<file path="src/bmp_pkg.sv">
// Shared constants for the buck mode and pulse control block.
// Assumes a 50 MHz reference clock; the cycle counts given in ns derive from it.
package bmp_pkg;

  // ----------------------------------------------------------------
  // Clock and timing
  // ----------------------------------------------------------------
  localparam int unsigned CLK_MHZ = 50;
  localparam int unsigned SLEEP_DLY_NS = 103000;
  // Longest wait, so round down
  localparam int unsigned SLEEP_DLY_CYC = SLEEP_DLY_NS * CLK_MHZ / 1000;
  localparam int unsigned BURST_ENTRY_CYC = 2048;
  localparam int unsigned WAKE_DLY_NS = 2500;
  localparam int unsigned WAKE_DLY_CYC = WAKE_DLY_NS * CLK_MHZ / 1000;
  localparam int unsigned MIN_ON_NS = 95;
  localparam int unsigned MIN_ON_CYC = MIN_ON_NS * CLK_MHZ / 1000;
  localparam int unsigned MAX_ON_NS = 1000;
  localparam int unsigned MAX_ON_CYC = MAX_ON_NS * CLK_MHZ / 1000;
  localparam int unsigned OSC_DIV = 25;
  localparam int unsigned SYNC_WIN_CYC = 64;
  localparam int unsigned TMR_W = 13;

  // ----------------------------------------------------------------
  // Register map and fields
  // ----------------------------------------------------------------
  localparam logic [7:0] REG_CTRL = 8'h00;
  localparam logic [7:0] REG_STATUS = 8'h04;
  localparam logic [7:0] REG_IRQ_STAT = 8'h08;
  localparam logic [7:0] REG_IRQ_MASK = 8'h0C;
  localparam logic [1:0] CTRL_RST = 2'h3;
  localparam int unsigned CTRL_BURST_EN = 0;
  localparam int unsigned CTRL_SYNC_EN = 1;
  localparam int unsigned IRQ_W = 6;
  localparam int unsigned EV_SLEEP = 0;
  localparam int unsigned EV_BURST = 1;
  localparam int unsigned EV_REDUCED = 2;
  localparam int unsigned EV_BOOT_OV = 3;
  localparam int unsigned EV_BOOT_UV = 4;
  localparam int unsigned EV_SYNC = 5;
  localparam int unsigned STAT_SYNC = 5;
  localparam int unsigned STAT_GATE = 6;

  // ----------------------------------------------------------------
  // Fault inputs
  // ----------------------------------------------------------------
  localparam int unsigned FLT_W = 4;
  localparam int unsigned FLT_BOOT_OV = 0;
  localparam int unsigned FLT_BOOT_UV = 1;
  localparam int unsigned FLT_SHORT = 2;
  localparam int unsigned FLT_THERMAL = 3;
  // Thermal detector is debiased in burst mode
  localparam logic [3:0] DET_BURST = 4'h7;
  localparam logic [3:0] DET_ALL = 4'hF;

  typedef enum logic [4:0] {
    ST_SLEEP = 5'h01,
    ST_FIXED = 5'h02,
    ST_WAIT = 5'h04,
    ST_BURST = 5'h08,
    ST_REDUCED = 5'h10
  } bmp_state_t;

endpackage

</file>
<file path="src/bmp_delay_timer.sv">
// Up counter that reports when a run of the enable reaches a count.
// Assumes run_in comes from logic on the same clock.
`timescale 1ns/100ps
module bmp_delay_timer #(
  parameter int unsigned W = 13
) (
  // Clock and reset
  input wire logic ref_clk_in,
  input wire logic rst_n_in,
  input wire logic ce_in,
  // Control
  input wire logic run_in,
  input wire logic [W-1:0] count_in,
  output logic done_out
);
  logic [W-1:0] cnt_reg;
  logic [W-1:0] cnt_next;

  assign done_out = run_in && (cnt_reg == count_in);

  always_comb begin
    cnt_next = cnt_reg;
    if (!run_in) begin
      cnt_next = '0;
    end else if (cnt_reg != count_in) begin
      cnt_next = cnt_reg + 1'b1;
    end
  end

  always_ff @(posedge ref_clk_in or negedge rst_n_in) begin
    if (!rst_n_in) begin
      cnt_reg <= '0;
    end else if (ce_in) begin
      cnt_reg <= cnt_next;
    end
  end
endmodule // bmp_delay_timer

</file>
<file path="src/bmp_sync_detect.sv">
// Synchroniser and clock-activity detector for the mode-select pin.
// Assumes the pin is asynchronous; a clock on it is slower than ref/4.
`timescale 1ns/100ps
module bmp_sync_detect #(
  parameter int unsigned WIN = 64
) (
  // Clock and reset
  input wire logic ref_clk_in,
  input wire logic rst_n_in,
  input wire logic ce_in,
  // Pin and results
  input wire logic pin_in,
  output logic level_out,
  output logic rise_out,
  output logic clk_present_out
);
  logic s1_reg, s2_reg, s3_reg;
  logic [7:0] win_reg, win_next;
  logic [1:0] edges_reg, edges_next;
  logic present_reg, present_next;

  assign level_out = s2_reg;
  assign rise_out = s2_reg && !s3_reg;
  assign clk_present_out = present_reg;

  // Two or more rising edges per window mean a clock, not a level
  always_comb begin
    win_next = win_reg + 8'h01;
    edges_next = edges_reg;
    present_next = present_reg;
    if (rise_out && edges_reg != 2'h3) begin
      edges_next = edges_reg + 2'h1;
    end
    if (win_reg == 8'(WIN - 1)) begin
      win_next = 8'h00;
      present_next = (edges_next >= 2'h2);
      edges_next = 2'h0;
    end
  end

  always_ff @(posedge ref_clk_in or negedge rst_n_in) begin
    if (!rst_n_in) begin
      s1_reg <= 1'b0;
      s2_reg <= 1'b0;
      s3_reg <= 1'b0;
      win_reg <= 8'h00;
      edges_reg <= 2'h0;
      present_reg <= 1'b0;
    end else if (ce_in) begin
      s1_reg <= pin_in;
      s2_reg <= s1_reg;
      s3_reg <= s2_reg;
      win_reg <= win_next;
      edges_reg <= edges_next;
      present_reg <= present_next;
    end
  end
endmodule // bmp_sync_detect

</file>
<file path="src/bmp_mode_ctrl.sv">
// Mode sequencing, switch latch and APB registers of the buck control.
// Assumes analog comparator and fault flags arrive asynchronously.
//
// What this block does
// RULE1 - Regulate only while shutdown input is high
// RULE2 - Shut down after about 103 us low
// RULE3 - Mode high fixed frequency, low burst
// RULE4 - Burst entry needs soft-start, power-good, 2048 cycles
// RULE5 - Shutdown ignores mode input, output held off
// RULE6 - Burst with fault runs half-limit fixed frequency
// RULE7 - Lock switching to clock on mode pin
// RULE8 - Bias loss resets, stops switching, pulls nodes
// RULE9 - Fault or shutdown pulls comp, blocks pulses
// RULE10 - Cycle clock sets latch, comparator clears it
// RULE11 - Latch reset-dominant, blocked clock skips period
// RULE12 - On-pulses down to about 95 ns
// RULE13 - Fixed frequency enables every fault detector
// RULE14 - Boot capacitor open or short flagged
// RULE15 - Burst wake, 2.5 us wait, then pulse
// RULE16 - Reduced mode only on burst fault, all detectors
// RULE17 - Clock told from level by edge count
//
// Decided for this implementation: the placing of the registers and the APB slave port.
`timescale 1ns/100ps
module bmp_mode_ctrl #(
  parameter int unsigned SLEEP_DLY_CYC = bmp_pkg::SLEEP_DLY_CYC,
  parameter int unsigned OSC_DIV = bmp_pkg::OSC_DIV,
  parameter int unsigned MAX_ON_CYC = bmp_pkg::MAX_ON_CYC
) (
  // Clock, enable, reset
  input wire logic ref_clk_in,
  input wire logic ce_in,
  input wire logic rst_n_in,
  // Pins from the host
  input wire logic sleep_n_in,
  input wire logic mode_select_sync_in,
  // Analog status
  input wire logic cs_trip_in,
  input wire logic fb_below_ref_in,
  input wire logic ss_above_thr_in,
  input wire logic vout_ok_in,
  input wire logic bias_lost_in,
  input wire logic [3:0] fault_in,
  // Power stage and analog controls
  output logic hs_gate_out,
  output logic comp_pull_out,
  output logic ss_pull_out,
  output logic power_good_n_out,
  output logic peak_current_limit_half_out,
  output logic detectors_en_out,
  output logic irq_out,
  // APB slave
  input wire logic psel,
  input wire logic penable,
  input wire logic pwrite,
  input wire logic [7:0] paddr,
  input wire logic [31:0] pwdata,
  output logic [31:0] prdata,
  output logic pready,
  output logic pslverr
);
  localparam int unsigned TW = bmp_pkg::TMR_W;
  localparam int unsigned NA = 5 + bmp_pkg::FLT_W;

  // ----------------------------------------------------------------
  // Input synchronisers
  // ----------------------------------------------------------------
  logic [NA-1:0] async_w, s1_reg, s2_reg;
  logic [bmp_pkg::FLT_W-1:0] flt_d_reg;
  logic sleep_n_s, cs_trip_s, fb_below_s, ss_ok_s, vout_ok_s, bias_s, sleep_s1_reg, sleep_s2_reg;
  logic [bmp_pkg::FLT_W-1:0] fault_s;

  assign async_w = {fault_in, bias_lost_in, vout_ok_in, ss_above_thr_in,
                    fb_below_ref_in, cs_trip_in};
  assign {fault_s, bias_s, vout_ok_s, ss_ok_s, fb_below_s, cs_trip_s} = s2_reg;
  assign sleep_n_s = sleep_s2_reg;

  always_ff @(posedge ref_clk_in or negedge rst_n_in) begin
    if (!rst_n_in) begin
      s1_reg <= '0;
      s2_reg <= '0;
      flt_d_reg <= '0;
      sleep_s1_reg <= 1'b0;
      sleep_s2_reg <= 1'b0;
    end else if (ce_in) begin
      s1_reg <= async_w;
      s2_reg <= s1_reg;
      flt_d_reg <= fault_s;
      sleep_s1_reg <= sleep_n_in;
      sleep_s2_reg <= sleep_s1_reg;
    end
  end

  logic mode_level, sync_rise, clk_present;
  bmp_sync_detect #(.WIN(bmp_pkg::SYNC_WIN_CYC)) u_sync (
    .ref_clk_in(ref_clk_in),
    .rst_n_in(rst_n_in),
    .ce_in(ce_in),
    .pin_in(mode_select_sync_in),
    .level_out(mode_level),
    .rise_out(sync_rise),
    .clk_present_out(clk_present)
  );

  // ----------------------------------------------------------------
  // Registers
  // ----------------------------------------------------------------
  logic [1:0] ctrl_reg, ctrl_next;
  logic [bmp_pkg::IRQ_W-1:0] irq_reg, irq_next, mask_reg, mask_next, ev;
  logic [31:0] prdata_next;
  logic ack_reg, ack_next, apb_done;
  bmp_pkg::bmp_state_t state_reg, state_next;
  logic wake_reg, wake_next, latch_reg, latch_next;
  logic [7:0] div_reg, div_next;
  logic present_d_reg;

  function automatic logic addr_ok(input logic [7:0] a);
    addr_ok = (a == bmp_pkg::REG_CTRL) || (a == bmp_pkg::REG_STATUS) ||
              (a == bmp_pkg::REG_IRQ_STAT) || (a == bmp_pkg::REG_IRQ_MASK);
  endfunction

  // One wait state: data captured in the first access cycle
  assign pready = psel && penable && ack_reg;
  assign apb_done = pready;
  assign pslverr = pready && !addr_ok(paddr);

  // ----------------------------------------------------------------
  // Timers
  // ----------------------------------------------------------------
  logic shutdown, entry_done, wake_done, on_max;
  bmp_delay_timer #(.W(TW)) u_sleep_tmr (
    .ref_clk_in(ref_clk_in), .rst_n_in(rst_n_in), .ce_in(ce_in),
    .run_in(!sleep_n_s), .count_in(TW'(SLEEP_DLY_CYC)),
    .done_out(shutdown)
  ); // RULE2
  bmp_delay_timer #(.W(TW)) u_entry_tmr (
    .ref_clk_in(ref_clk_in), .rst_n_in(rst_n_in), .ce_in(ce_in),
    .run_in(state_reg == bmp_pkg::ST_WAIT),
    .count_in(TW'(bmp_pkg::BURST_ENTRY_CYC)), .done_out(entry_done)
  ); // RULE4
  bmp_delay_timer #(.W(TW)) u_wake_tmr (
    .ref_clk_in(ref_clk_in), .rst_n_in(rst_n_in), .ce_in(ce_in),
    .run_in(wake_reg), .count_in(TW'(bmp_pkg::WAKE_DLY_CYC)),
    .done_out(wake_done)
  ); // RULE15
  bmp_delay_timer #(.W(TW)) u_maxon_tmr (
    .ref_clk_in(ref_clk_in), .rst_n_in(rst_n_in), .ce_in(ce_in),
    .run_in(latch_reg && state_reg == bmp_pkg::ST_BURST),
    .count_in(TW'(MAX_ON_CYC)), .done_out(on_max)
  ); // RULE15

  // ----------------------------------------------------------------
  // Mode and fault decode
  // ----------------------------------------------------------------
  logic pwm_req, burst_req, fault_now, block, tick, fixed_mode;
  logic [bmp_pkg::FLT_W-1:0] det_mask;

  assign pwm_req = mode_level || (clk_present && ctrl_reg[bmp_pkg::CTRL_SYNC_EN]);
  assign burst_req = !pwm_req && ctrl_reg[bmp_pkg::CTRL_BURST_EN]; // RULE3
  assign det_mask = (state_reg == bmp_pkg::ST_BURST) ? bmp_pkg::DET_BURST
                                                     : bmp_pkg::DET_ALL; // RULE13
  assign fault_now = |(fault_s & det_mask);
  assign block = fault_now || shutdown || bias_s ||
                 (state_reg == bmp_pkg::ST_SLEEP); // RULE9 RULE1
  assign fixed_mode = (state_reg == bmp_pkg::ST_FIXED) ||
                      (state_reg == bmp_pkg::ST_WAIT) ||
                      (state_reg == bmp_pkg::ST_REDUCED);
  // A locked clock on the mode pin replaces the divider as cycle clock
  assign tick = (clk_present && ctrl_reg[bmp_pkg::CTRL_SYNC_EN]) ? sync_rise
              : (div_reg == 8'(OSC_DIV - 1)); // RULE7 RULE17

  always_comb begin
    state_next = state_reg;
    if (bias_s) begin
      state_next = bmp_pkg::ST_SLEEP; // RULE8
    end else if (shutdown) begin
      state_next = bmp_pkg::ST_SLEEP; // RULE5
    end else begin
      case (state_reg)
        bmp_pkg::ST_SLEEP: begin
          if (sleep_n_s) begin
            state_next = bmp_pkg::ST_FIXED; // RULE1
          end
        end
        bmp_pkg::ST_FIXED: begin
          if (burst_req && ss_ok_s && vout_ok_s) begin
            state_next = bmp_pkg::ST_WAIT; // RULE4
          end
        end
        bmp_pkg::ST_WAIT: begin
          if (!burst_req) begin
            state_next = bmp_pkg::ST_FIXED;
          end else if (entry_done) begin
            state_next = fault_now ? bmp_pkg::ST_REDUCED
                                   : bmp_pkg::ST_BURST; // RULE4 RULE6
          end
        end
        bmp_pkg::ST_BURST: begin
          if (!burst_req) begin
            state_next = bmp_pkg::ST_FIXED;
          end else if (fault_now) begin
            state_next = bmp_pkg::ST_REDUCED; // RULE6 RULE16
          end
        end
        bmp_pkg::ST_REDUCED: begin
          if (!burst_req) begin
            state_next = bmp_pkg::ST_FIXED;
          end
        end
        default: state_next = bmp_pkg::ST_SLEEP;
      endcase
    end
  end

  // ----------------------------------------------------------------
  // Switch latch and burst wake
  // ----------------------------------------------------------------
  logic set_req, rst_req;
  always_comb begin
    div_next = tick ? 8'h00 : div_reg + 8'h01;
    wake_next = wake_reg;
    if (state_reg != bmp_pkg::ST_BURST || block) begin
      wake_next = 1'b0;
    end else if (!wake_reg && !latch_reg && fb_below_s) begin
      wake_next = 1'b1; // RULE15
    end else if (wake_done) begin
      wake_next = 1'b0;
    end
    set_req = (fixed_mode && tick) ||
              (state_reg == bmp_pkg::ST_BURST && wake_done); // RULE10 RULE15
    // Comparator is only a few flops deep, so short pulses survive
    rst_req = cs_trip_s || block || on_max; // RULE10 RULE12
    // Reset wins over a simultaneous set: that period is skipped
    latch_next = (latch_reg || set_req) && !rst_req; // RULE11
  end

  // ----------------------------------------------------------------
  // Register access and interrupts
  // ----------------------------------------------------------------
  always_comb begin
    ctrl_next = ctrl_reg;
    mask_next = mask_reg;
    prdata_next = prdata;
    ack_next = psel && penable && !ack_reg;
    ev = '0;
    ev[bmp_pkg::EV_SLEEP] = (state_next == bmp_pkg::ST_SLEEP) &&
                            (state_reg != bmp_pkg::ST_SLEEP);
    ev[bmp_pkg::EV_BURST] = (state_next == bmp_pkg::ST_BURST) &&
                            (state_reg != bmp_pkg::ST_BURST);
    ev[bmp_pkg::EV_REDUCED] = (state_next == bmp_pkg::ST_REDUCED) &&
                              (state_reg != bmp_pkg::ST_REDUCED);
    ev[bmp_pkg::EV_BOOT_OV] = fault_s[bmp_pkg::FLT_BOOT_OV] &&
                              !flt_d_reg[bmp_pkg::FLT_BOOT_OV]; // RULE14
    ev[bmp_pkg::EV_BOOT_UV] = fault_s[bmp_pkg::FLT_BOOT_UV] &&
                              !flt_d_reg[bmp_pkg::FLT_BOOT_UV]; // RULE14
    ev[bmp_pkg::EV_SYNC] = clk_present != present_d_reg;
    irq_next = irq_reg | ev;
    if (psel && penable && !ack_reg) begin
      prdata_next = 32'h0000_0000;
      if (pwrite) begin
        prdata_next = 32'h0000_0000;
      end else if (paddr == bmp_pkg::REG_CTRL) begin
        prdata_next[1:0] = ctrl_reg;
      end else if (paddr == bmp_pkg::REG_STATUS) begin
        prdata_next[4:0] = state_reg;
        prdata_next[bmp_pkg::STAT_SYNC] = clk_present;
        prdata_next[bmp_pkg::STAT_GATE] = latch_reg;
      end else if (paddr == bmp_pkg::REG_IRQ_STAT) begin
        prdata_next[bmp_pkg::IRQ_W-1:0] = irq_reg;
      end else if (paddr == bmp_pkg::REG_IRQ_MASK) begin
        prdata_next[bmp_pkg::IRQ_W-1:0] = mask_reg;
      end
    end
    if (apb_done && pwrite) begin
      if (paddr == bmp_pkg::REG_CTRL) begin
        ctrl_next = pwdata[1:0];
      end else if (paddr == bmp_pkg::REG_IRQ_MASK) begin
        mask_next = pwdata[bmp_pkg::IRQ_W-1:0];
      end
    end else if (apb_done && paddr == bmp_pkg::REG_IRQ_STAT) begin
      // Clear only what was returned; new events still set
      irq_next = (irq_reg & ~prdata[bmp_pkg::IRQ_W-1:0]) | ev;
    end
  end

  always_ff @(posedge ref_clk_in or negedge rst_n_in) begin
    if (!rst_n_in) begin
      state_reg <= bmp_pkg::ST_SLEEP;
      wake_reg <= 1'b0;
      latch_reg <= 1'b0;
      div_reg <= 8'h00;
      present_d_reg <= 1'b0;
      ctrl_reg <= bmp_pkg::CTRL_RST;
      mask_reg <= '0;
      irq_reg <= '0;
      prdata <= 32'h0000_0000;
      ack_reg <= 1'b0;
      comp_pull_out <= 1'b1;
      power_good_n_out <= 1'b0;
    end else if (ce_in) begin
      state_reg <= state_next;
      wake_reg <= wake_next;
      latch_reg <= latch_next;
      div_reg <= div_next;
      present_d_reg <= clk_present;
      ctrl_reg <= ctrl_next;
      mask_reg <= mask_next;
      irq_reg <= irq_next;
      prdata <= prdata_next;
      ack_reg <= ack_next;
      comp_pull_out <= block; // RULE9 RULE8
      power_good_n_out <= vout_ok_s && !bias_s && !shutdown; // RULE8
    end
  end

  assign hs_gate_out = latch_reg;
  assign ss_pull_out = comp_pull_out; // RULE8
  assign peak_current_limit_half_out = (state_reg == bmp_pkg::ST_REDUCED); // RULE6
  assign detectors_en_out = (state_reg != bmp_pkg::ST_BURST); // RULE16
  assign irq_out = |(irq_reg & mask_reg);

  logic [TW-1:0] low_cnt_reg;
  always_ff @(posedge ref_clk_in or negedge rst_n_in) begin
    if (!rst_n_in) begin
      low_cnt_reg <= '0;
    end else if (ce_in) begin
      low_cnt_reg <= sleep_n_s ? '0 : low_cnt_reg + 1'b1;
    end
  end
endmodule // bmp_mode_ctrl

</file>
<file path="config.mk">
export PLATFORM = sky130hd
export DESIGN_NAME = bmp_mode_ctrl
export DESIGN_NICKNAME = d
export VERILOG_FILES = /design/src/bmp_pkg.sv /design/src/bmp_delay_timer.sv /design/src/bmp_sync_detect.sv /design/src/bmp_mode_ctrl.sv
export SDC_FILE = /design/constraint.sdc
export NUM_CORES = 1
export LEC_CHECK = 0
export ABC_AREA = 1
export CAP_MARGIN = 5
export CORE_MARGIN = 2
export CORE_UTILIZATION = 55
export DETAILED_ROUTE_END_ITERATION = 12
export DONT_BUFFER_PORTS = 1
export GPL_TIMING_DRIVEN = 0
export PLACE_DENSITY = 0.71
export REMOVE_ABC_BUFFERS = 1
export SLEW_MARGIN = 20
export SYNTH_ARGS = -nofsm -noshare
export SYNTH_HDL_FRONTEND = slang
export SYNTH_SLANG_ARGS = --single-unit
</file>
<file path="constraint.sdc">
create_clock -name ref_clk_in -period 3 [get_ports ref_clk_in]
set_input_delay 0.3 -clock ref_clk_in [delete_from_list [all_inputs] [get_ports ref_clk_in]]
set_output_delay 0.3 -clock ref_clk_in [all_outputs]
set_load 0.03 [all_outputs]
</file>
======== After elaboration in Yosys (flattened, before gate mapping) ========
Cells that the tools add are included.
storage, ports and cells
  logic and storage cells ................. 177
  output and inout port bits .............. 41
  input bits .............................. 57
  register bits after elaboration ......... 128
cells by class
  bitwise logic cells ..................... 7
  equal/unequal tests ..................... 29
  $lt $le $gt $ge ......................... 1
  reduce and logical (&&, ||, !) cells .... 69
  multiplexer cells ....................... 37
  add/subtract/negate cells ............... 7
operator list
  kind                     count
  $mux W13                 8
  $mux W5                  11
  $add A13 B1 Y13 const B  4
  $mux W6                  5
  $logic_and A1 B1 Y1      29
  $pmux W5 S5              1
  $add A8 B1 Y8 const B    2
  $eq A8 B4 Y1 const B     2
  $mux W8                  2
  $logic_or A1 B1 Y1       14
  $reduce_and A2 Y1        7
  $eq A13 B12 Y1 const B   1
  $eq A13 B13 Y1 const B   1
  $eq A13 B6 Y1 const B    1
  $eq A13 B7 Y1 const B    1
  $ne A13 B12 Y1 const B   1
  $ne A13 B13 Y1 const B   1
  $ne A13 B6 Y1 const B    1
  $ne A13 B7 Y1 const B    1
  $and A6 B6 Y6            2
  $logic_not A1 Y1         12
  $or A6 B6 Y6             2
  $eq A5 B1 Y1 const B     2
  $eq A5 B4 Y1 const B     2
  28 further kinds         37

======== Longest topological paths before layout ========
Gate-level depths: netlist of the first run.
  depth after elaboration ................. 15
  gate-level depth with buffers ........... 12
  mapped depth without buffers ............ 12

======== Hierarchy ========
From an unflattened synthesis of the first run, not the netlist that was laid out.
second synthesis, totals
  cell total of the unflattened synthesis .. 1,374
  area, all modules ....................... 8,812.2 um^2
modules (own cells, without submodules)
  module           area each (um^2)  cells each  times used  sequential area each (um^2)
  bmp_delay_timer  1,178.6           214         4           325.3
  bmp_mode_ctrl    3,362.0           420         1           1,556.5
  bmp_sync_detect  735.7             98          1           350.3

======== Worst setup path before layout of the first run ========
No wires, ideal clock.
  kind .................................... flip-flop to output port
  from .................................... reg ack_reg
  to ...................................... out pslverr
  stages on the path, launching flop included .. 5
  data arrival time ....................... 1.752 ns
  path slack .............................. 0.948 ns
  required time ........................... 2.700 ns
  path through ............................ dfrtp_1 inv_1 nor2_1 inv_1 nor3_1
between the ends
  cells in the longest elaborated chain, start to end .. 2
RTL lines
  what                      RTL line              RTL
  start: declaration        bmp_mode_ctrl.sv:111  logic ack_reg, ack_next, apb_done;
  start signal: assignment  bmp_mode_ctrl.sv:310  ack_reg <= ack_next;
  $logic_and A1 B1 Y1       bmp_mode_ctrl.sv:123  assign pready = psel && penable && ack_reg;
  net pready                bmp_mode_ctrl.sv:59   output logic pready,
  $logic_and A1 B1 Y1       bmp_mode_ctrl.sv:125  assign pslverr = pready && !addr_ok(paddr);
  end: declaration          bmp_mode_ctrl.sv:60   output logic pslverr
The timed path passes the listed nets, and every way through them passes these cells.

======== Worst setup path after layout of the first run ========
Same ends and word-level chain as after synthesis.

==> reports/qor.csv, run 1 <==
metric;value;unit
synth top area cells;dfrtp_1 44%, nand2_1 12%, inv_1 5.6%, nor2_1 5.0%, o21ai_0 4.7%;
Worst Hold Class;in -> async;
synth cell count leaders;227 x nand2_1, 124 x dfrtp_1, 105 x inv_1, 95 x nor2_1, 67 x o21ai_0;
reg-to-reg startpoint;ack_reg;
fraction of registers with async set/reset;100;%
die area;13800;sq um
worst setup margin;0.277;ns
synth-to-layout area growth;9.25;%
Filler Cell Count;1162;
TritonCTS clock tree;yes;
initial antenna violation count;0;
Met3 Wirelength;783;um
crit path kind;reg -> out;
VDD IR max;0.000460;V
Setup Skew;0.00904;ns
Primary FF master, synth;dfrtp_1;
unrepaired setup endpoints after global routing;no;
total wire length;15100;um
worst-path fanout max;3;
Post-Route Utilization;61.3;%
Clock Root Buffer;clkbuf_16;
NumNets Final;992;
R2R Setup Slk;0.83;ns
Critical Path RT;2.70;ns
clock-pin slew on the worst setup and hold paths;0.06;ns
fin crit period;2.72;ns
top routing layer used;met4;
pre-CTS setup slack;0.761;ns
Least-Margin Pin Slew;0.976;ns
# rows;41;
Finish-stage setup viols;0;
vias in the first global route;5503;
Finished Cell Area;7740;sq um
number of detailed-route iterations in the first pass;5;
DRC;0;
Final HPWL DP;10100;um
clk_lat worst skew;0.42;ns
Vias/cell;5.33;
Starting Density;56.1;%
violated checks;negative hold slack;
GP Congestion;0.898;
post_cts resized;0;
post-DR wirelength/cell;13.7;um
H-tree depth;4;
first-pass GRT wire length;26400;um
# IOs;98;
Synth top area share;43.8;%
Crit. End Element;primary output;
Yosys warning count;0;
vias;5911;
Die Width;117;um
PortBufs;0;
Final Hold Slack;-0.424;ns
DR iter-0 viols;435;
final setup TNS;0;ns
Antenna Violating Nets Remaining;0;
Die H;117;um
CTS Buf Count;17;
outcome;finished with violations;
synthesized area per cell;7.76;sq um
Final Cycle Share;90.8;%
hold_buf cts;8;
share of post-route cells with drive strength above 1;6.73;%
PwrDens;591;nW/um^2
arrival time at the worst endpoint;2.42;ns
Final Hold Viols;128;
final max-slew violation count;0;
count of distinct cell types in the synthesized netlist;50;
fmax;367;MHz
wire length on met2;6590;um
Critical Path Start;ack_reg;
Worst slew margin;34.7;%
sequential fraction of the synthesis area;45.3;%
Antenna diodes;0;
Gate Count Post-Synth;913;
maximum buffer depth of the clock tree;2;
met1 WL;7530;um
CP Launch Type;flop;
All-Layer GR Usage;23.4;%
core area;12600;sq um
register bit total from synthesis;128;
global route total overflow;0;
largest net degree at the start of global routing;129;
clock tree sinks;128;
Post-synth EDFFs;0;
Placement Cell Area;7120;sq um
max-cap viol count;0;
dominant cell by count in the synthesized netlist;nand2_1;
mapped cell area;7080;sq um
Lkg Pwr;3.67;nW
leading area contributor after synthesis;dfrtp_1;
==> path summary, 6_finish.rpt <==
check | to | cells past startpoint
setup / recovery | pslverr | 4
hold / removal | u_sleep_tmr.cnt_reg[4] | 0
setup reg to reg | mask_reg[4] | 6
hold reg to reg | irq_reg[4] | 1
max in group asynchronous | comp_pull_out | 0
min in group ref_clk_in | s1_reg[0] | 2
==> cell families after synthesis <==
family / share of synthesized area [%]
other cells: 0.0529
compound gates: 10.8
xor+xnor: 3.34
flops: 45.3
buf+inv: 9.87
fa+ha+maj: 2.12
simple gates: 28.1
mux: 0.459
==> through the flow <==
step / power, mW / cells / hold slack, ns
after floorplan: 2.54 / 896 / 0.00441
after global placement: 2.65 / 1068 / 0.00760
after detailed placement: 2.67 / 1068 / 0.00750
after CTS: 4.60 / 1108 / -0.438
after global routing: 4.82 / 1108 / -0.443
final: 4.57 / 1108 / -0.424
==> metal layers <==
metal	GRT usage, %	vias up
li1	-	2931
met1	33.2	2807
met2	35.7	150
met3	6.15	23
met4	6.40	0
met5	0	-
==> what timing repair did <==
| item | CTS | global route |
|---|---|---|
| buffers inserted | 0 | 0 |
| hold endpoints to repair | 152 | 128 |
| endpoints found under the setup margin | 0 | 0 |
==> worst max-delay path, cell delays in order (launching register included) <==
cell and delay (ns):
dfrtp_1 0.38, inv_1 0.07, nor2_1 0.63, inv_1 0.13
nor3_1 0.79
==> layout make-up <==
cell class | count | area (sq um) | share of cell area (%)
Tap cell | 172 | 215 | 2.78
Inverter | 114 | 432 | 5.58
Sequential cell | 128 | 3210 | 41.4
Multi-Input combinational cell | 654 | 3270 | 42.2
Timing Repair Buffer | 8 | 80.1 | 1.03
Clock buffer | 25 | 475 | 6.14
Clock inverter | 7 | 62.6 | 0.808
==> power by group <==
part / total (mW) / internal, mW / switching [mW]
registers: 2.08 / 1.92 / 0.165
logic: 0.581 / 0.206 / 0.375
clock network: 1.91 / 1.17 / 0.735
total: 4.57 / 3.30 / 1.27
==> cells in the final DEF (no fill, tap or decap), types with 6 or more instances in the layout <==
| master | synthesis | routed |
|---|---|---|
| a21oi_1 | 25 | 25 |
| clkbuf_1 | 6 | 6 |
| clkbuf_16 | 0 | 17 |
| clkinv_2 | 1 | 6 |
| conb_1 | 1 | 25 |
| dfrtp_1 | 124 | 124 |
| dlygate4sd3_1 | 0 | 8 |
| ha_1 | 12 | 12 |
| inv_1 | 105 | 105 |
| nand2_1 | 227 | 227 |
| nand3_1 | 61 | 61 |
| nand4_1 | 21 | 21 |
| nor2_1 | 95 | 95 |
| nor3_1 | 29 | 29 |
| o21ai_0 | 67 | 67 |
| o21ai_2 | 7 | 7 |
| o31ai_1 | 20 | 20 |
| xor2_1 | 25 | 25 |
Power figures use the tool's default switching activity.
==> inputs of run 2 (changes only) <==
ABC_AREA = default   (was 1)
CORE_UTILIZATION = 40   (was 55)
PLACE_DENSITY = 0.55   (was 0.71)
==> reports/qor.csv, run 2 <==
metric;value;unit
critical path's top delay family;simple AND/OR/NAND/NOR gates;
Primary FF master, synth;dfrtp_1;
share of post-route cells with drive strength above 1;12.4;%
slowest CP cell;or4_4;
violated checks;negative hold slack;
count of distinct cell types in the synthesized netlist;65;
core area;16500;sq um
TritonCTS clock tree;yes;
commonest non-fill, non-tap cells in the layout;124 x dfrtp_1, 59 x nand2_1, 55 x nor2_1;
sequential fraction of the synthesis area;47.5;%
number of detailed-route iterations in the first pass;4;
crit path buf inv count;0;
M1 GR Usage;23.5;%
dominant cell by count in the synthesized netlist;dfrtp_1;
Final Power;4.72;mW
final setup TNS;0;ns
synth-to-layout area growth;9.35;%
final max-slew violation count;0;
met2 usage;26.7;%
Clock Root Buffer;clkbuf_16;
Placement Cell Area;6800;sq um
fraction of registers with async set/reset;100;%
Synth top area share;45.9;%
arrival time at the worst endpoint;2.48;ns
outcome;finished with violations;
busiest grt layer;met2;
Least-Margin Pin Slew;1.11;ns
PwrDens;639;nW/um^2
GR Layer Usage met3;4.57;%
max-cap viol count;0;
H-tree depth;4;
crit path kind;reg -> reg;
hold_buf cts;1;
Final HPWL DP;9320;um
synth top area cells;dfrtp_1 46%, mux2_2 6.8%, nand2_1 3.3%, nor2_1 3.1%, o21ai_0 3.0%;
global route total overflow;0;
Crit. End Element;flop;
Gate Count Post-Synth;678;
Final Cycle Share;73.7;%
CP Launch Type;flop;
Antenna diodes;0;
clock-pin slew on the worst setup and hold paths;0.06;ns
combinational share of power;11.1;%
fin crit period;2.21;ns
Worst Hold Class;in -> async;
Setup Skew;0.0107;ns
largest net degree at the start of global routing;129;
PortBufs;0;
total wire length;14600;um
clock tree sinks;128;
synth cell count leaders;124 x dfrtp_1, 59 x nand2_1, 55 x nor2_1, 41 x mux2_2, 41 x o21ai_0;
Critical Path RT;3.27;ns
leading area contributor after synthesis;dfrtp_1;
VDD IR max;0.000495;V
Clock Power Share;42.8;%
Finished Cell Area;7390;sq um
initial antenna violation count;0;
vias;4888;
Vias/cell;5.45;
Die Width;134;um
Post-synth EDFFs;0;
DR iter-0 viols;249;
Worst slew margin;25.8;%
CTS Buf Count;17;
Pint;3.43;mW
Antenna Violating Nets Remaining;0;
GP Congestion;0.816;
NumNets Final;733;
CP cell instances;or4_4, nor4_4, nand2b_1, or2b_2, o311ai_1;
first-pass GRT wire length;24700;um
die area;17900;sq um
post-DR wirelength/cell;16.2;um
mapped cell area;6760;sq um
Final Hold Viols;128;
Final Hold Slack;-0.415;ns
Yosys warning count;0;
commonest non-fill, non-tap cell in the layout;dfrtp_1;
register bit total from synthesis;128;
Seq pwr share;46.1;%
clk_lat worst skew;0.42;ns
DRC;0;
Lkg Pwr;3.16;nW
Sw Pwr;1.29;mW
# rows;47;
Starting Density;40.9;%
worst-path fanout max;9;
# IOs;98;
Die H;134;um
Finish-stage setup viols;0;
Net Sw Frac;27.4;%
fmax;452;MHz
crit-path max cell delay;0.57;ns
All-Layer GR Usage;17.2;%
synthesized area per cell;9.96;sq um
maximum buffer depth of the clock tree;2;
unrepaired setup endpoints after global routing;no;
vias in the first global route;4849;
-- run 2: cell types whose count changed after synthesis, moves of 18 or more --
| cell | before | now |
|---|---|---|
| inv_1 | 105 | 18 |
| o21ai_0 | 67 | 41 |
| mux2_2 | 2 | 41 |
| nand3_1 | 61 | 33 |
| clkbuf_1 | 6 | 24 |
| nor2_1 | 95 | 55 |
| nand2_1 | 227 | 59 |
-- run 2: cells by family (layout without fill, tap and decap cells) --
| group | count (synthesis) | in the layout | share of synthesized area [%] |
|---|---|---|---|
| compound gates | 130 | 130 | 13.0 |
| xor+xnor | 28 | 28 | 3.63 |
| fa+ha+maj | 12 | 12 | 2.22 |
| buf+inv | 76 | 51 | 5.80 |
| flops | 128 | 128 | 47.5 |
| mux | 48 | 48 | 7.87 |
| other cells | 1 | 25 | 0.0555 |
| simple gates | 255 | 255 | 19.9 |
-- run 2: path summary, 6_finish.rpt --
kind	from	slack, ns	depth (start not counted)	endpoint
min in group ref_clk_in	pwdata[2]	0.03	1	mask_reg[2]
max reg2reg	u_sleep_tmr.cnt_reg[5]	0.79	5	u_sleep_tmr.cnt_reg[5]
min reg2reg	flt_d_reg[1]	0.45	1	irq_reg[4]
max in group asynchronous	rst_n_in	3.16	0	ctrl_reg[0]
max	u_sleep_tmr.cnt_reg[5]	0.79	5	u_sleep_tmr.cnt_reg[5]
min	rst_n_in	-0.41	0	u_wake_tmr.cnt_reg[4]
-- run 2: metrics by stage --
stage | utilization [%] | worst slack, ns | cells
final | 44.7 | 0.789 | 897
after CTS | 44.7 | 0.795 | 897
after global routing | 44.7 | 0.669 | 897
after global placement | 41.1 | 0.828 | 864
after detailed placement | 41.1 | 0.800 | 864
after floorplan | - | 1.09 | 644
-- run 2: worst reg2reg max path: cells and delay by family, from the launching register on --
family | cells | cell delay (ns)
flops | 1 | 0.46
simple gates | 4 | 1.52
compound gates | 1 | 0.09
-- run 2: layer usage --
layer / wire length, um / part of all wire [%]
met5: 0 / 0
met4: 105 / 0.72
met3: 692 / 4.8
met2: 6720 / 46
met1: 7030 / 48
-- run 2: area by class of cell --
type	instances	area, sq um
Clock buffer	20	447
Clock inverter	12	134
Fill cell	1577	9140
Inverter	18	67.6
Multi-Input combinational cell	498	3250
Sequential cell	128	3210
Tap cell	220	275
Timing Repair Buffer	1	10.0
-- run 2: timing repair --
action / 4_1_cts / 5_1_grt
gates resized for setup: 0 / 0
setup buffers: 0 / 0
endpoints found under the hold margin: 141 / 128
setup endpoints to repair: 0 / 0
-- run 2: power groups by stage --
stage	clock network, mW	registers (mW)	logic (mW)
floorplan	0	2.13	0.445
global placement	0	2.19	0.501
detailed placement	0	2.20	0.519
CTS	2.07	2.17	0.529
global route	2.16	2.21	0.600
finish	2.02	2.18	0.523
==> inputs of run 3 (changes only) <==
PLACE_DENSITY = 0.57   (was 0.55)
clock period = 1.8 ns   (was 3 ns; I/O delays follow)
==> reports/qor.csv, run 3 (synthesis gave the netlist of run 2 again) <==
metric;value;unit
largest net degree at the start of global routing;129;
arrival time at the worst endpoint;2.10;ns
Final Cycle Share;99.8;%
Setup Skew;0.0123;ns
Die H;134;um
initial antenna violation count;0;
Final Hold Slack;-0.527;ns
DRC;0;
number of detailed-route iterations in the first pass;4;
synth-to-layout area growth;20.3;%
share of post-route cells with drive strength above 1;21.5;%
Final Instance Count excl. Fillers;942;
Clock Power Share;43.7;%
Net Sw Frac;27.0;%
Critical Path RT;2.10;ns
Die Width;134;um
post-DR wirelength/cell;16.2;um
crit path kind;reg -> reg;
placed cells;864;
total wire length;15300;um
vias in the first global route;4970;
Antenna diodes;0;
PortBufs;0;
H-tree depth;4;
NumNets Final;778;
Lkg Pwr;3.45;nW
outcome;finished with violations;
Seq pwr share;43.0;%
Final HPWL DP;9420;um
maximum buffer depth of the clock tree;2;
CP cell instances;or4_4, nor4_4, nor2_2, and3_4, a41o_1;
Worst Hold Class;in -> async;
Antenna Violating Nets Remaining;0;
TritonCTS clock tree;yes;
unrepaired setup endpoints after global routing;yes;
# rows;47;
Clock Root Buffer;clkbuf_16;
violated checks;negative hold slack;
fmax;557;MHz
# IOs;98;
combinational share of power;13.3;%
crit-path max cell delay;0.56;ns
Sw Pwr;2.27;mW
Starting Density;40.9;%
vias;5179;
clock-pin slew on the worst setup and hold paths;0.06;ns
final max-slew violation count;0;
Final Hold Viols;128;
commonest non-fill, non-tap cell in the layout;dfrtp_1;
clock tree sinks;128;
commonest non-fill, non-tap cells in the layout;117 x dfrtp_1, 54 x nand2_1, 53 x nor2_1;
Worst slew margin;58.8;%
DR iter-0 viols;288;
Crit. End Element;flop;
All-Layer GR Usage;17.5;%
VDD IR max;0.000682;V
Pint;6.13;mW
clk_lat worst skew;0.42;ns
worst-path fanout max;5;
Least-Margin Pin Slew;0.616;ns
global route total overflow;0;
slowest CP cell;or4_4;
GP Congestion;0.817;
core area;16500;sq um
PwrDens;1030;nW/um^2
first-pass GRT wire length;25100;um
max-cap viol count;0;
die area;17900;sq um
fin crit period;1.80;ns
CTS Buf Count;17;
Vias/cell;5.50;
CP Launch Type;flop;
Finish-stage setup viols;0;
[run 3: layer usage]
metal | up-vias | track usage [%] | share of wire (%)
met1 | 2590 | 23.4 | 45
met5 | - | 0 | 0
met2 | 105 | 27.5 | 49
li1 | 2474 | - | -
met3 | 10 | 4.76 | 4.9
met4 | 0 | 6.56 | 0.92
[run 3: worst paths after layout]
path / from / end / slack (ns) / cells past startpoint
min: rst_n_in / u_maxon_tmr.cnt_reg[4] / -0.53 / 0
min reg2reg: flt_d_reg[1] / irq_reg[4] / 0.46 / 1
max: u_sleep_tmr.cnt_reg[8] / hs_gate_out / 0.004 / 5
max in group asynchronous: rst_n_in / ctrl_reg[0] / 2.06 / 0
max reg2reg: u_sleep_tmr.cnt_reg[8] / hs_gate_out / 0.004 / 5
min in group ref_clk_in: ce_in / power_good_n_out / 0.01 / 2
[run 3: layout make-up]
type                       count  area, sq um
inverter                      18         73.8
sequential                   128         3220
fill                        1481         8400
timing repair buffer          46          439
multi-input combinational    498         3490
tap                          220          275
clock inverter                12          183
clock buffer                  20          447
[run 3: stage by stage]
step                setup WS, ns  setup TNS (ns)  instance area [sq um]  util (%)  power (mW)
finish                   0.00394               0                   8130      49.2        8.40
global route              -0.112           -1.80                   8130      49.2        8.79
CTS                      -0.0353         -0.0412                   7880      47.7        8.41
detailed placement        -0.369           -5.77                   6800      41.1        4.54
global placement          -0.376           -4.68                   6800      41.1        4.48
floorplan                 -0.113          -0.331                   6520         -        4.29
[run 3: critical path: cells and delay by family, from the launching register on]
family | cells | cell delay, ns
compound gates | 1 | 0.17
simple gates | 4 | 1.14
flops | 1 | 0.39
[run 3: timing repair]
item / 4_1_cts / 5_1_grt
pin swaps: 7 / 21
setup buffers: 10 / 12
hold buffers: 22 / 2
setup endpoints to repair: 53 / 56
endpoints found under the hold margin: 198 / 132
resized for setup: 30 / 34
[run 3: power by group through the flow]
| stage | sequential (mW) | clock (mW) | combinational [mW] |
|---|---|---|---|
| floorplan | 3.55 | 0 | 0.741 |
| global placement | 3.65 | 0 | 0.831 |
| detailed placement | 3.67 | 0 | 0.870 |
| CTS | 3.59 | 3.76 | 1.05 |
| global route | 3.67 | 3.87 | 1.25 |
| finish | 3.61 | 3.67 | 1.12 |
